$ cat src/common/mmu_regs_pkg.sv
package mmu_regs_pkg;
  // register select codes on the mm register port
  localparam logic [2:0] SEL_BASE_ZERO  = 3'h0;
  localparam logic [2:0] SEL_BASE_ONE   = 3'h1;
  localparam logic [2:0] SEL_PURGE_ZERO = 3'h2;
  localparam logic [2:0] SEL_PURGE_ONE  = 3'h3;
  localparam logic [2:0] SEL_FAULT_ADDR = 3'h4;
  localparam logic [2:0] SEL_CONTROL    = 3'h5;
  localparam logic [2:0] SEL_STATUS     = 3'h6;
  localparam int unsigned REG_COUNT     = 7;
  // page geometry
  localparam int unsigned PAGE_BYTES    = 4096;
  localparam int unsigned OFFSET_W      = $clog2(PAGE_BYTES);
  localparam int unsigned FRAME_W       = 32 - OFFSET_W;
  // control field positions
  localparam int unsigned CTL_USER      = 0;
  localparam int unsigned CTL_SUPER     = 1;
  localparam int unsigned CTL_DUAL      = 2;
  localparam int unsigned CTL_OVERRIDE  = 3;
  localparam int unsigned CTL_W         = 4;
  localparam logic [3:0] CTL_RESET      = 4'h0;
  // status field positions
  localparam int unsigned ST_CAUSE_LO   = 0;
  localparam int unsigned ST_DIR        = 2;
  localparam int unsigned ST_ORIGIN     = 3;
  localparam int unsigned ST_CYCLE_LO   = 4;
  localparam int unsigned ST_W          = 8;
  localparam logic [7:0] ST_RESET       = 8'h00;
  localparam logic [31:0] ADDR_RESET    = 32'h0000_0000;
  // fault cause codes
  localparam logic [1:0] CAUSE_NONE     = 2'h0;
  localparam logic [1:0] CAUSE_L1       = 2'h1;
  localparam logic [1:0] CAUSE_L2       = 2'h2;
  localparam logic [1:0] CAUSE_PROT     = 2'h3;
  // cycle type codes
  localparam logic [3:0] CYC_SEQ_FETCH  = 4'h8;
  localparam logic [3:0] CYC_JMP_FETCH  = 4'h9;
  localparam logic [3:0] CYC_DATA       = 4'hA;
  localparam logic [3:0] CYC_RMW_READ   = 4'hB;
  localparam logic [3:0] CYC_EA_READ    = 4'hC;

  typedef struct packed {
    logic        valid;
    logic        write;
    logic [2:0]  sel;
    logic [31:0] wdata;
  } mmr_req_t;

  typedef struct packed {
    logic        valid;
    logic        needed;
    logic        pte1_bad;
    logic        pte2_bad;
    logic        prot;
    logic        write;
    logic        user;
    logic [3:0]  cycle;
    logic [31:0] vaddr;
  } fault_rpt_t;

  typedef struct packed {
    logic        by_vaddr;
    logic        by_base;
    logic        space;
    logic [31:0] addr;
  } purge_cmd_t;
endpackage

$ cat src/hw/mmu_control_status_regs.sv
`timescale 1ns/1ps
// What this block does
// - seven mm registers via load/store insns; both purge registers write-only
// - page-table base registers keep low 12 bits at zero
// - loading a base register purges TLB entries made with its old value
// - writing a purge register removes that virtual address translation if present
// - clearing translate enables purges nothing
// - translation exception loads fault address with full 32-bit virtual address
// - fault address unchanged by faults on discarded prefetches
// - control holds four bits; bits 4 to 31 read zero
// - user enable bit turns user-mode translation on or off
// - supervisor enable bit turns supervisor-mode translation on or off
// - dual space: user uses base one, else both use base zero
// - override bit checks user accesses with supervisor privilege
// - status holds eight bits; upper writes ignored, read zero
// - status updates only for faults on needed references
// - cause codes: none, level-1 invalid, level-2 invalid, protection
// - protection violation wins over invalid entry in cause field
// - direction bit records read zero, write one
// - origin bit set for user reference, clear for supervisor
// - cycle type field records faulting access kind code
// - cycle type undefined for interrupt acknowledge faults
// - 32-bit virtual to physical mapping with 4096-byte pages
// - fault on needed reference raises abort trap
// - mm instructions disabled raise undefined-instruction trap instead
module mmu_control_status_regs (
  input  wire logic                     core_clk,
  input  wire logic                     nrst,
  input  wire logic                     mm_insn_enable,
  input  wire mmu_regs_pkg::mmr_req_t   mmr_req,
  output logic                          mmr_ack,
  output logic [31:0]                   mmr_rdata,
  output logic                          undefined_insn_trap,
  input  wire mmu_regs_pkg::fault_rpt_t fault,
  output logic                          abort_trap,
  output mmu_regs_pkg::purge_cmd_t      purge,
  input  wire logic                     xlat_user,
  input  wire logic [31:0]              xlat_vaddr,
  input  wire logic [19:0]              xlat_frame,
  output logic                          xlat_enable,
  output logic                          xlat_base_sel,
  output logic [31:0]                   xlat_base,
  output logic                          xlat_super_check,
  output logic [31:0]                   xlat_paddr
);

  // ==========================================================
  // helpers
  // ==========================================================
  // protection outranks invalid entries in the cause code
  function automatic logic [1:0] encode_cause(input logic p, input logic l1, input logic l2);
    if (p) begin
      encode_cause = mmu_regs_pkg::CAUSE_PROT;
    end else if (l1) begin
      encode_cause = mmu_regs_pkg::CAUSE_L1;
    end else if (l2) begin
      encode_cause = mmu_regs_pkg::CAUSE_L2;
    end else begin
      encode_cause = mmu_regs_pkg::CAUSE_NONE;
    end
  endfunction

  // base registers drop the page offset bits
  function automatic logic [31:0] align_base(input logic [31:0] d);
    align_base = {d[31:mmu_regs_pkg::OFFSET_W], {mmu_regs_pkg::OFFSET_W{1'b0}}};
  endfunction

  // ==========================================================
  // register state
  // ==========================================================
  logic [31:0] base_zero_ff, nxt_base_zero;
  logic [31:0] base_one_ff,  nxt_base_one;
  logic [31:0] fault_addr_ff, nxt_fault_addr;
  logic [3:0]  control_ff, nxt_control;
  logic [7:0]  status_ff,  nxt_status;
  logic        ack_ff, nxt_ack;
  logic        undef_ff, nxt_undef;
  logic        abort_ff, nxt_abort;
  logic [31:0] rdata_ff, nxt_rdata;
  mmu_regs_pkg::purge_cmd_t purge_ff, nxt_purge;

  logic access;
  logic wr;
  logic fault_take;
  logic refused;
  logic purge_wr;

  // accesses only reach the unit when mm instructions are enabled
  assign access     = mmr_req.valid && mm_insn_enable;
  assign wr         = access && mmr_req.write;
  // prefetch faults that are later discarded arrive with needed low
  assign fault_take = fault.valid && fault.needed;
  // a request while mm instructions are off is trapped, never acknowledged
  assign refused    = mmr_req.valid && !mm_insn_enable;
  // any write landing on one of the two purge registers
  assign purge_wr   = wr && (mmr_req.sel == mmu_regs_pkg::SEL_PURGE_ZERO ||
                             mmr_req.sel == mmu_regs_pkg::SEL_PURGE_ONE);

  // next-state for registers, purges and answers
  always_comb begin
    nxt_base_zero  = base_zero_ff;
    nxt_base_one   = base_one_ff;
    nxt_fault_addr = fault_addr_ff;
    nxt_control    = control_ff;
    nxt_status     = status_ff;
    nxt_ack        = access;
    nxt_undef      = refused;
    nxt_abort      = fault_take;
    nxt_rdata      = rdata_ff;
    nxt_purge      = '0;
    if (wr) begin
      case (mmr_req.sel)
        mmu_regs_pkg::SEL_BASE_ZERO: begin
          nxt_base_zero  = align_base(mmr_req.wdata);
          nxt_purge.by_base = 1'b1;
          nxt_purge.space   = 1'b0;
          nxt_purge.addr    = base_zero_ff;
        end
        mmu_regs_pkg::SEL_BASE_ONE: begin
          nxt_base_one   = align_base(mmr_req.wdata);
          nxt_purge.by_base = 1'b1;
          nxt_purge.space   = 1'b1;
          nxt_purge.addr    = base_one_ff;
        end
        mmu_regs_pkg::SEL_PURGE_ZERO: begin
          nxt_purge.by_vaddr = 1'b1;
          nxt_purge.space    = 1'b0;
          nxt_purge.addr     = mmr_req.wdata;
        end
        mmu_regs_pkg::SEL_PURGE_ONE: begin
          nxt_purge.by_vaddr = 1'b1;
          nxt_purge.space    = 1'b1;
          nxt_purge.addr     = mmr_req.wdata;
        end
        mmu_regs_pkg::SEL_FAULT_ADDR: begin
          nxt_fault_addr = mmr_req.wdata;
        end
        mmu_regs_pkg::SEL_CONTROL: begin
          // enable changes never touch the tlb
          nxt_control = mmr_req.wdata[mmu_regs_pkg::CTL_W-1:0];
        end
        mmu_regs_pkg::SEL_STATUS: begin
          nxt_status = mmr_req.wdata[mmu_regs_pkg::ST_W-1:0];
        end
        default: begin
          nxt_control = control_ff;
        end
      endcase
    end
    // a fault in the same cycle as a software write wins
    if (fault_take) begin
      nxt_fault_addr = fault.vaddr;
      nxt_status[mmu_regs_pkg::ST_CAUSE_LO +: 2] =
        encode_cause(fault.prot, fault.pte1_bad, fault.pte2_bad);
      nxt_status[mmu_regs_pkg::ST_DIR]    = fault.write;
      nxt_status[mmu_regs_pkg::ST_ORIGIN] = fault.user;
      // recorded as given; meaningless for interrupt acknowledge cycles
      nxt_status[mmu_regs_pkg::ST_CYCLE_LO +: 4] = fault.cycle;
    end
    if (access && !mmr_req.write) begin
      case (mmr_req.sel)
        mmu_regs_pkg::SEL_BASE_ZERO:  nxt_rdata = base_zero_ff;
        mmu_regs_pkg::SEL_BASE_ONE:   nxt_rdata = base_one_ff;
        mmu_regs_pkg::SEL_FAULT_ADDR: nxt_rdata = fault_addr_ff;
        mmu_regs_pkg::SEL_CONTROL:    nxt_rdata = {28'h0000000, control_ff};
        mmu_regs_pkg::SEL_STATUS:     nxt_rdata = {24'h000000, status_ff};
        default:                      nxt_rdata = 32'h0000_0000;
      endcase
    end
  end

  // register stage; control comes up with translation off
  always_ff @(posedge core_clk) begin
    if (!nrst) begin
      base_zero_ff  <= mmu_regs_pkg::ADDR_RESET;
      base_one_ff   <= mmu_regs_pkg::ADDR_RESET;
      fault_addr_ff <= mmu_regs_pkg::ADDR_RESET;
      control_ff    <= mmu_regs_pkg::CTL_RESET;
      status_ff     <= mmu_regs_pkg::ST_RESET;
      ack_ff        <= 1'b0;
      undef_ff      <= 1'b0;
      abort_ff      <= 1'b0;
      rdata_ff      <= 32'h0000_0000;
      purge_ff      <= '0;
    end else begin
      base_zero_ff  <= nxt_base_zero;
      base_one_ff   <= nxt_base_one;
      fault_addr_ff <= nxt_fault_addr;
      control_ff    <= nxt_control;
      status_ff     <= nxt_status;
      ack_ff        <= nxt_ack;
      undef_ff      <= nxt_undef;
      abort_ff      <= nxt_abort;
      rdata_ff      <= nxt_rdata;
      purge_ff      <= nxt_purge;
    end
  end

  assign mmr_ack             = ack_ff;
  assign mmr_rdata           = rdata_ff;
  assign undefined_insn_trap = undef_ff;
  assign abort_trap          = abort_ff;
  assign purge               = purge_ff;

  // ==========================================================
  // translation steering
  // ==========================================================
  // combinational from registered control so a lookup sees it at once
  always_comb begin
    xlat_enable = xlat_user ? control_ff[mmu_regs_pkg::CTL_USER]
                            : control_ff[mmu_regs_pkg::CTL_SUPER];
    xlat_base_sel = xlat_user && control_ff[mmu_regs_pkg::CTL_DUAL];
    xlat_base = xlat_base_sel ? base_one_ff : base_zero_ff;
    xlat_super_check = !xlat_user || control_ff[mmu_regs_pkg::CTL_OVERRIDE];
    // offset passes through; frame replaces the page number
    xlat_paddr = xlat_enable ? {xlat_frame, xlat_vaddr[mmu_regs_pkg::OFFSET_W-1:0]}
                             : xlat_vaddr;
  end
endmodule // mmu_control_status_regs

$ cat config.mk
export PLATFORM = sky130hd
export DESIGN_NAME = mmu_control_status_regs
export DESIGN_NICKNAME = d
export VERILOG_FILES = /design/src/common/mmu_regs_pkg.sv /design/src/hw/mmu_control_status_regs.sv
export SDC_FILE = /design/constraint.sdc
export NUM_CORES = 1
export LEC_CHECK = 0
export BUFFER_PORTS_ARGS = -buffer_cell sky130_fd_sc_hd__buf_4
export CAP_MARGIN = 20
export CORE_MARGIN = 4
export CORE_UTILIZATION = 49
export CTS_CLUSTER_DIAMETER = 30
export CTS_CLUSTER_SIZE = 20
export DETAILED_ROUTE_END_ITERATION = 8
export PLACE_DENSITY = 0.83
export REMOVE_ABC_BUFFERS = 1
export SLEW_MARGIN = 5
export SYNTH_ARGS = -nofsm -noshare
export SYNTH_HDL_FRONTEND = slang
export SYNTH_SLANG_ARGS = --single-unit
$ cat constraint.sdc
create_clock -name core_clk -period 1.92 [get_ports core_clk]
set_input_delay 0.48 -clock core_clk [delete_from_list [all_inputs] [get_ports core_clk]]
set_output_delay 0.48 -clock core_clk [all_outputs]
set_load 0.05 [all_outputs]
# Word-level counts from Yosys, hierarchy flattened
# Cells that the tools add are included.
# W data, S select, Z words.
[totals] regBits=154 latchBits=0 ram_bits=0 mem_bits_ro=0 inputBits=136 output_inout_bits=137 wordCells=57 mem_count=0
[op_classes] add_sub_neg=0 mul=0 n_div=0 n_lt_le_gt_ge=0 eq_ne=6 shifts=0 mux=16 n_bitwise=0 n_reduce_logical=22
[op_table] cell="$mux W32" n=5
[op_table] cell="$pmux W32 S5" n=1
[op_table] cell="$pmux W33 S4" n=1
[op_table] cell="$mux W8" n=3
[op_table] cell="$reduce_and A2 Y1" n=6
[op_table] cell="$eq A3 B3 Y1 const B" n=3
[op_table] cell="$eq A3 B2 Y1 const B" n=2
[op_table] cell="$logic_and A1 B1 Y1" n=6
[op_table] cell="$mux W2" n=3
[op_table] cell="$reduce_bool A2 Y1" n=3
[op_table] cell="$reduce_or A2 Y1" n=2
[op_table] cell="$eq A3 B1 Y1 const B" n=1
[op_table] cell="$logic_not A1 Y1" n=3
[op_table] cell="$logic_not A3 Y1" n=1
[op_table] cell="$mux W1" n=3
[op_table] cell="$logic_or A1 B1 Y1" n=1

# Logic depth before layout (Yosys ltp)
[logic_depth] ltp_word=4 mapped_depth=6 mapped_depth_nobuf=3

# Worst setup path after synthesis
# Ideal clock, no wire load.
[synth_timing] path_kind="input to output" startpoint="in xlat_user" endpoint="out xlat_paddr[12]" arrival_time_ns=1.421 t_required_ns=1.440 slack_ns=0.019 cell_stages=3 n_path_buf=1 path_cell_list="mux2i_1 -> buf_2 -> mux2_2"
[synth_via] elab_chain_cells=2
[synth_lines] element="start, declared" line_no="mmu_control_status_regs.sv:37" source="input wire logic xlat_user,"
[synth_lines] element="$mux W1" line_no="mmu_control_status_regs.sv:210" source="xlat_enable = xlat_user ? control_ff[mmu_regs_pkg::CTL_USER]"
[synth_lines] element="$mux W32" line_no="mmu_control_status_regs.sv:216" source="xlat_paddr = xlat_enable ? {xlat_frame, xlat_vaddr[mmu_regs_pkg::OFFSET_W-1:0]}"
[synth_lines] element="end, declared" line_no="mmu_control_status_regs.sv:44" source="output logic [31:0] xlat_paddr"
# Every way passes these cells.

# Final worst setup path
[layout_timing] startpoint="reg control_ff[1]" endpoint="out xlat_paddr[28]"
[layout_via] elab_chain_cells=2
[layout_lines] element="start, declared" line_no="mmu_control_status_regs.sv:74" source="logic [3:0] control_ff, nxt_control;"
[layout_lines] element="start signal, assigned" line_no="mmu_control_status_regs.sv:178" source="control_ff <= mmu_regs_pkg::CTL_RESET;"
[layout_lines] element="start signal, assigned" line_no="mmu_control_status_regs.sv:189" source="control_ff <= nxt_control;"
[layout_lines] element="$mux W1" line_no="mmu_control_status_regs.sv:210"
[layout_lines] element="$mux W32" line_no="mmu_control_status_regs.sv:216"
# Every way passes these cells.

==> run_results.csv <==
group,metric,value,unit
synthesis,synth_top_area_share,0.4355,
detailed_routing,vias_per_cell,5.963,
clock_tree,cts_tree,"built",
global_routing,antenna_found_initial,0,
synthesis,synth_edf_count,0,
clock_tree,clk_pin_slew_worst_paths,70,ps
hold_path,hp-class,"input pin to register",
synthesis,ys_seq_area_frac,0.4355,
worst_setup_path,startpoint_type,"register",
final_layout,nNetsFinal,1137,
floorplan,design.die.area,0.01643,mm²
final_layout,drive_above_1_share,0.3797,
global_routing,grt_max_degree,107,
global_routing,grt_first_pass_wirelength,38.58,mm
floorplan,die_w,128.2,µm
worst_setup_path,cp.arrival,1780,ps
synthesis,synth-simple-area-share,0.1605,
power_and_ir_drop,power.leakage,4.453,nW
global_routing,grt_usage,0.2983,
sta,setup_violations,41,
synthesis,muxShareOfSynthArea,0.1937,
synthesis,synth-xor-area-share,0,
floorplan,rows,43,
clock_tree,postCtsHoldBufs,0,
sta,post-route-period-util,1.177,
synthesis,yosysUniqueCellTypes,35,
run_status,outcome,"finished, violations left",
synthesis,syn_avg_cell_area,8.916,µm²
worst_setup_path,path_max_fanout,5,
sta,hold_violations,0,
placed_design,gp_congestion,0.8005,
floorplan,die_h,128.2,µm
clock_tree,cts.htree.levels,4,
worst_setup_path,critPathLaunch,"control_ff[1]",
synthesis,synth_compound_area_frac,0.1326,
detailed_routing,dr.pass1.iters,5,
worst_setup_path,critPathCaptureType,"primary output",
placed_design,dpl.hpwl,15.36,mm
floorplan,core-area,0.01399,mm²
placed_design,portBuffers,236,
worst_setup_path,r2r_start,"control_ff[1]",
synthesis,syn_inst,794,
synthesis,synthAdderAreaFrac,0,
worst_setup_path,crit_type,"register to primary output",
synthesis,async_flop_share,0,
clock_tree,clock-sinks,154,
synthesis,synthMostInstantiatedCell,"dfxtp_1",
detailed_routing,first_iter_violations,874,
placed_design,placed_cell_area,0.009025,mm²
hold_path,min-delay-start,"mm_insn_enable",
clock_tree,clk_latency,430,ps
detailed_routing,final_antenna_net_count,0,
sta,holdWs,275.2,ps
run_status,violations,"negative setup slack",
final_layout,syn_to_final_growth,44.68,%
sta,slew_violations,0,
detailed_routing,wl_per_cell,21.47,µm
sta,fin_crit,2259,ps
floorplan,num_io_pins,273,
global_routing,globalRouteOverflowTotal,0,
final_layout,final_area,0.01024,mm²
synthesis,synth_area,0.007079,mm²
run,cap_violations,0,
sta,fmaxAchievable,0.4426,GHz
detailed_routing,route.detailed.drc,0,
final_layout,regArea,0.003089,mm²
power_and_ir_drop,ir_drop,665.7,µV
final_layout,n_antenna_cell,0,
synthesis,ys.flop_type,"dfxtp_1",
detailed_routing,num_vias,7120,
sta,finClkSkew,8.085,ps
synthesis,synth_top_family_by_area,"multiplexers",
power_and_ir_drop,powerDensity,764.7,mW/mm²
final_layout,num-fill-cells,972,
global_routing,grt_pass1_vias,7106,
sta,setup_ws,-339.3,ps
synthesis,synth_warnings,0,
sta,rsz0062_at_grt,"true",
synthesis,yosys.area.top_type,"dfxtp_1",
worst_setup_path,required,1440,ps
floorplan,start_util,0.5061,
synthesis,ys_top_cells_by_area,"dfxtp_1, mux2_2, mux2i_1",
synthesis,synth_common_cells,"dfxtp_1, nand2_1, o21ai_0, nand3_1, mux2i_1",
clock_tree,root_buffer,"clkbuf_16",
synthesis,synth-seq-cells,154,
final_layout,multi_input_comb_area,0.003690,mm²
clock_tree,cts_made_buffers,17,
clock_tree,clockBufferDepth,2,
detailed_routing,wl,25.64,mm
-- final timing paths --
kind / endpoint / slack [ps] / cells after the start
setup / recovery: xlat_paddr[28] / -340 / 4
hold / removal: undefined_insn_trap / 280 / 2
setup reg to reg: mmr_rdata[1] / 890 / 4
hold reg to reg: mmr_rdata[8] / 460 / 2
-- through the flow --
stage | total power [mW] | utilization | std cells | setup WS (ps) | TNS [ps]
3_3_place_gp | 4.317 | 0.6452 | 1152 | -107.2 | -2365
5_1_grt | 8.024 | 0.7322 | 1194 | -366.3 | -8835
4_1_cts | 7.801 | 0.7298 | 1194 | -262.5 | -7421
6_report | 7.832 | 0.7322 | 1194 | -339.3 | -7842
3_5_place_dp | 4.330 | 0.6452 | 1152 | -162.4 | -3383
2_1_floorplan | 3.819 | - | 705 | -952.6 | -65450
-- worst max-delay path, stage by stage (launching register included) --
cell and delay [ps]:
dfxtp_2 340, mux2i_4 300, buf_6 190, mux2_2 370, buf_6 160
-- state kept, by name, indices dropped and copies added, names as in the netlist, 4 cells and up --
name / flops
fault_addr_ff: 32
status_ff: 8
base_zero_ff: 20
control_ff: 4
base_one_ff: 20
mmr_rdata: 32
purge: 35
-- metal layers --
layer / wire length [µm] / track usage / vias up / part of all wire
li1: - / - / 3216 / -
met1: 9455 / 0.3559 / 3376 / 0.37
met2: 12690 / 0.5026 / 460 / 0.49
met3: 2802 / 0.09458 / 68 / 0.11
met4: 693 / 0.1092 / 0 / 0.027
met5: 0 / 0 / - / 0
-- power breakdown --
part	total, mW	switching (mW)	internal [mW]
Clock	3.46	1.35	2.11
Sequential	3.30	0.0357	3.27
Combinational	1.06	0.618	0.446
-- layout make-up --
| type | count | share of cell area |
|---|---|---|
| multi-input cells | 547 | 0.3603 |
| flip-flops and latches | 154 | 0.3016 |
| repair buffers | 277 | 0.2557 |
| well taps | 180 | 0.02199 |
| clock buffers | 21 | 0.04495 |
| clock inverters | 11 | 0.01405 |
| inverters | 4 | 0.001466 |
-- cells in the final DEF (no fill, tap or decap), types with 24 or more instances in the layout --
cell     synthesis  final
mux2_4           0     38
o21ai_0         82     82
nand3_1         81     81
buf_8            0     37
dfxtp_1        154    151
a31oi_1         59     59
buf_4           26    214
mux2i_1         65     64
nand2_1         93     91
nor2_1          25     24
mux2_2          64     26
-- logic make-up (layout without fill, tap and decap cells) --
family,Yosys count,count (layout)
buffers and inverters,104,313
other,1,12
DFF,154,154
muxes,129,129
AOI/OAI and AO/OA,164,164
and+or+nand+nor,242,242
-- what timing repair did --
| action | 4_1_cts | 5_1_grt |
|---|---|---|
| endpoints found under the hold margin | 0 | 0 |
| gates cloned | 5 | 0 |
| buffers inserted | 5 | 1 |
| endpoints found under the setup margin | 40 | 42 |
| resized for setup | 123 | 16 |
| pin swaps | 0 | 1 |
No activity file was read; power rests on OpenSTA's default activity.
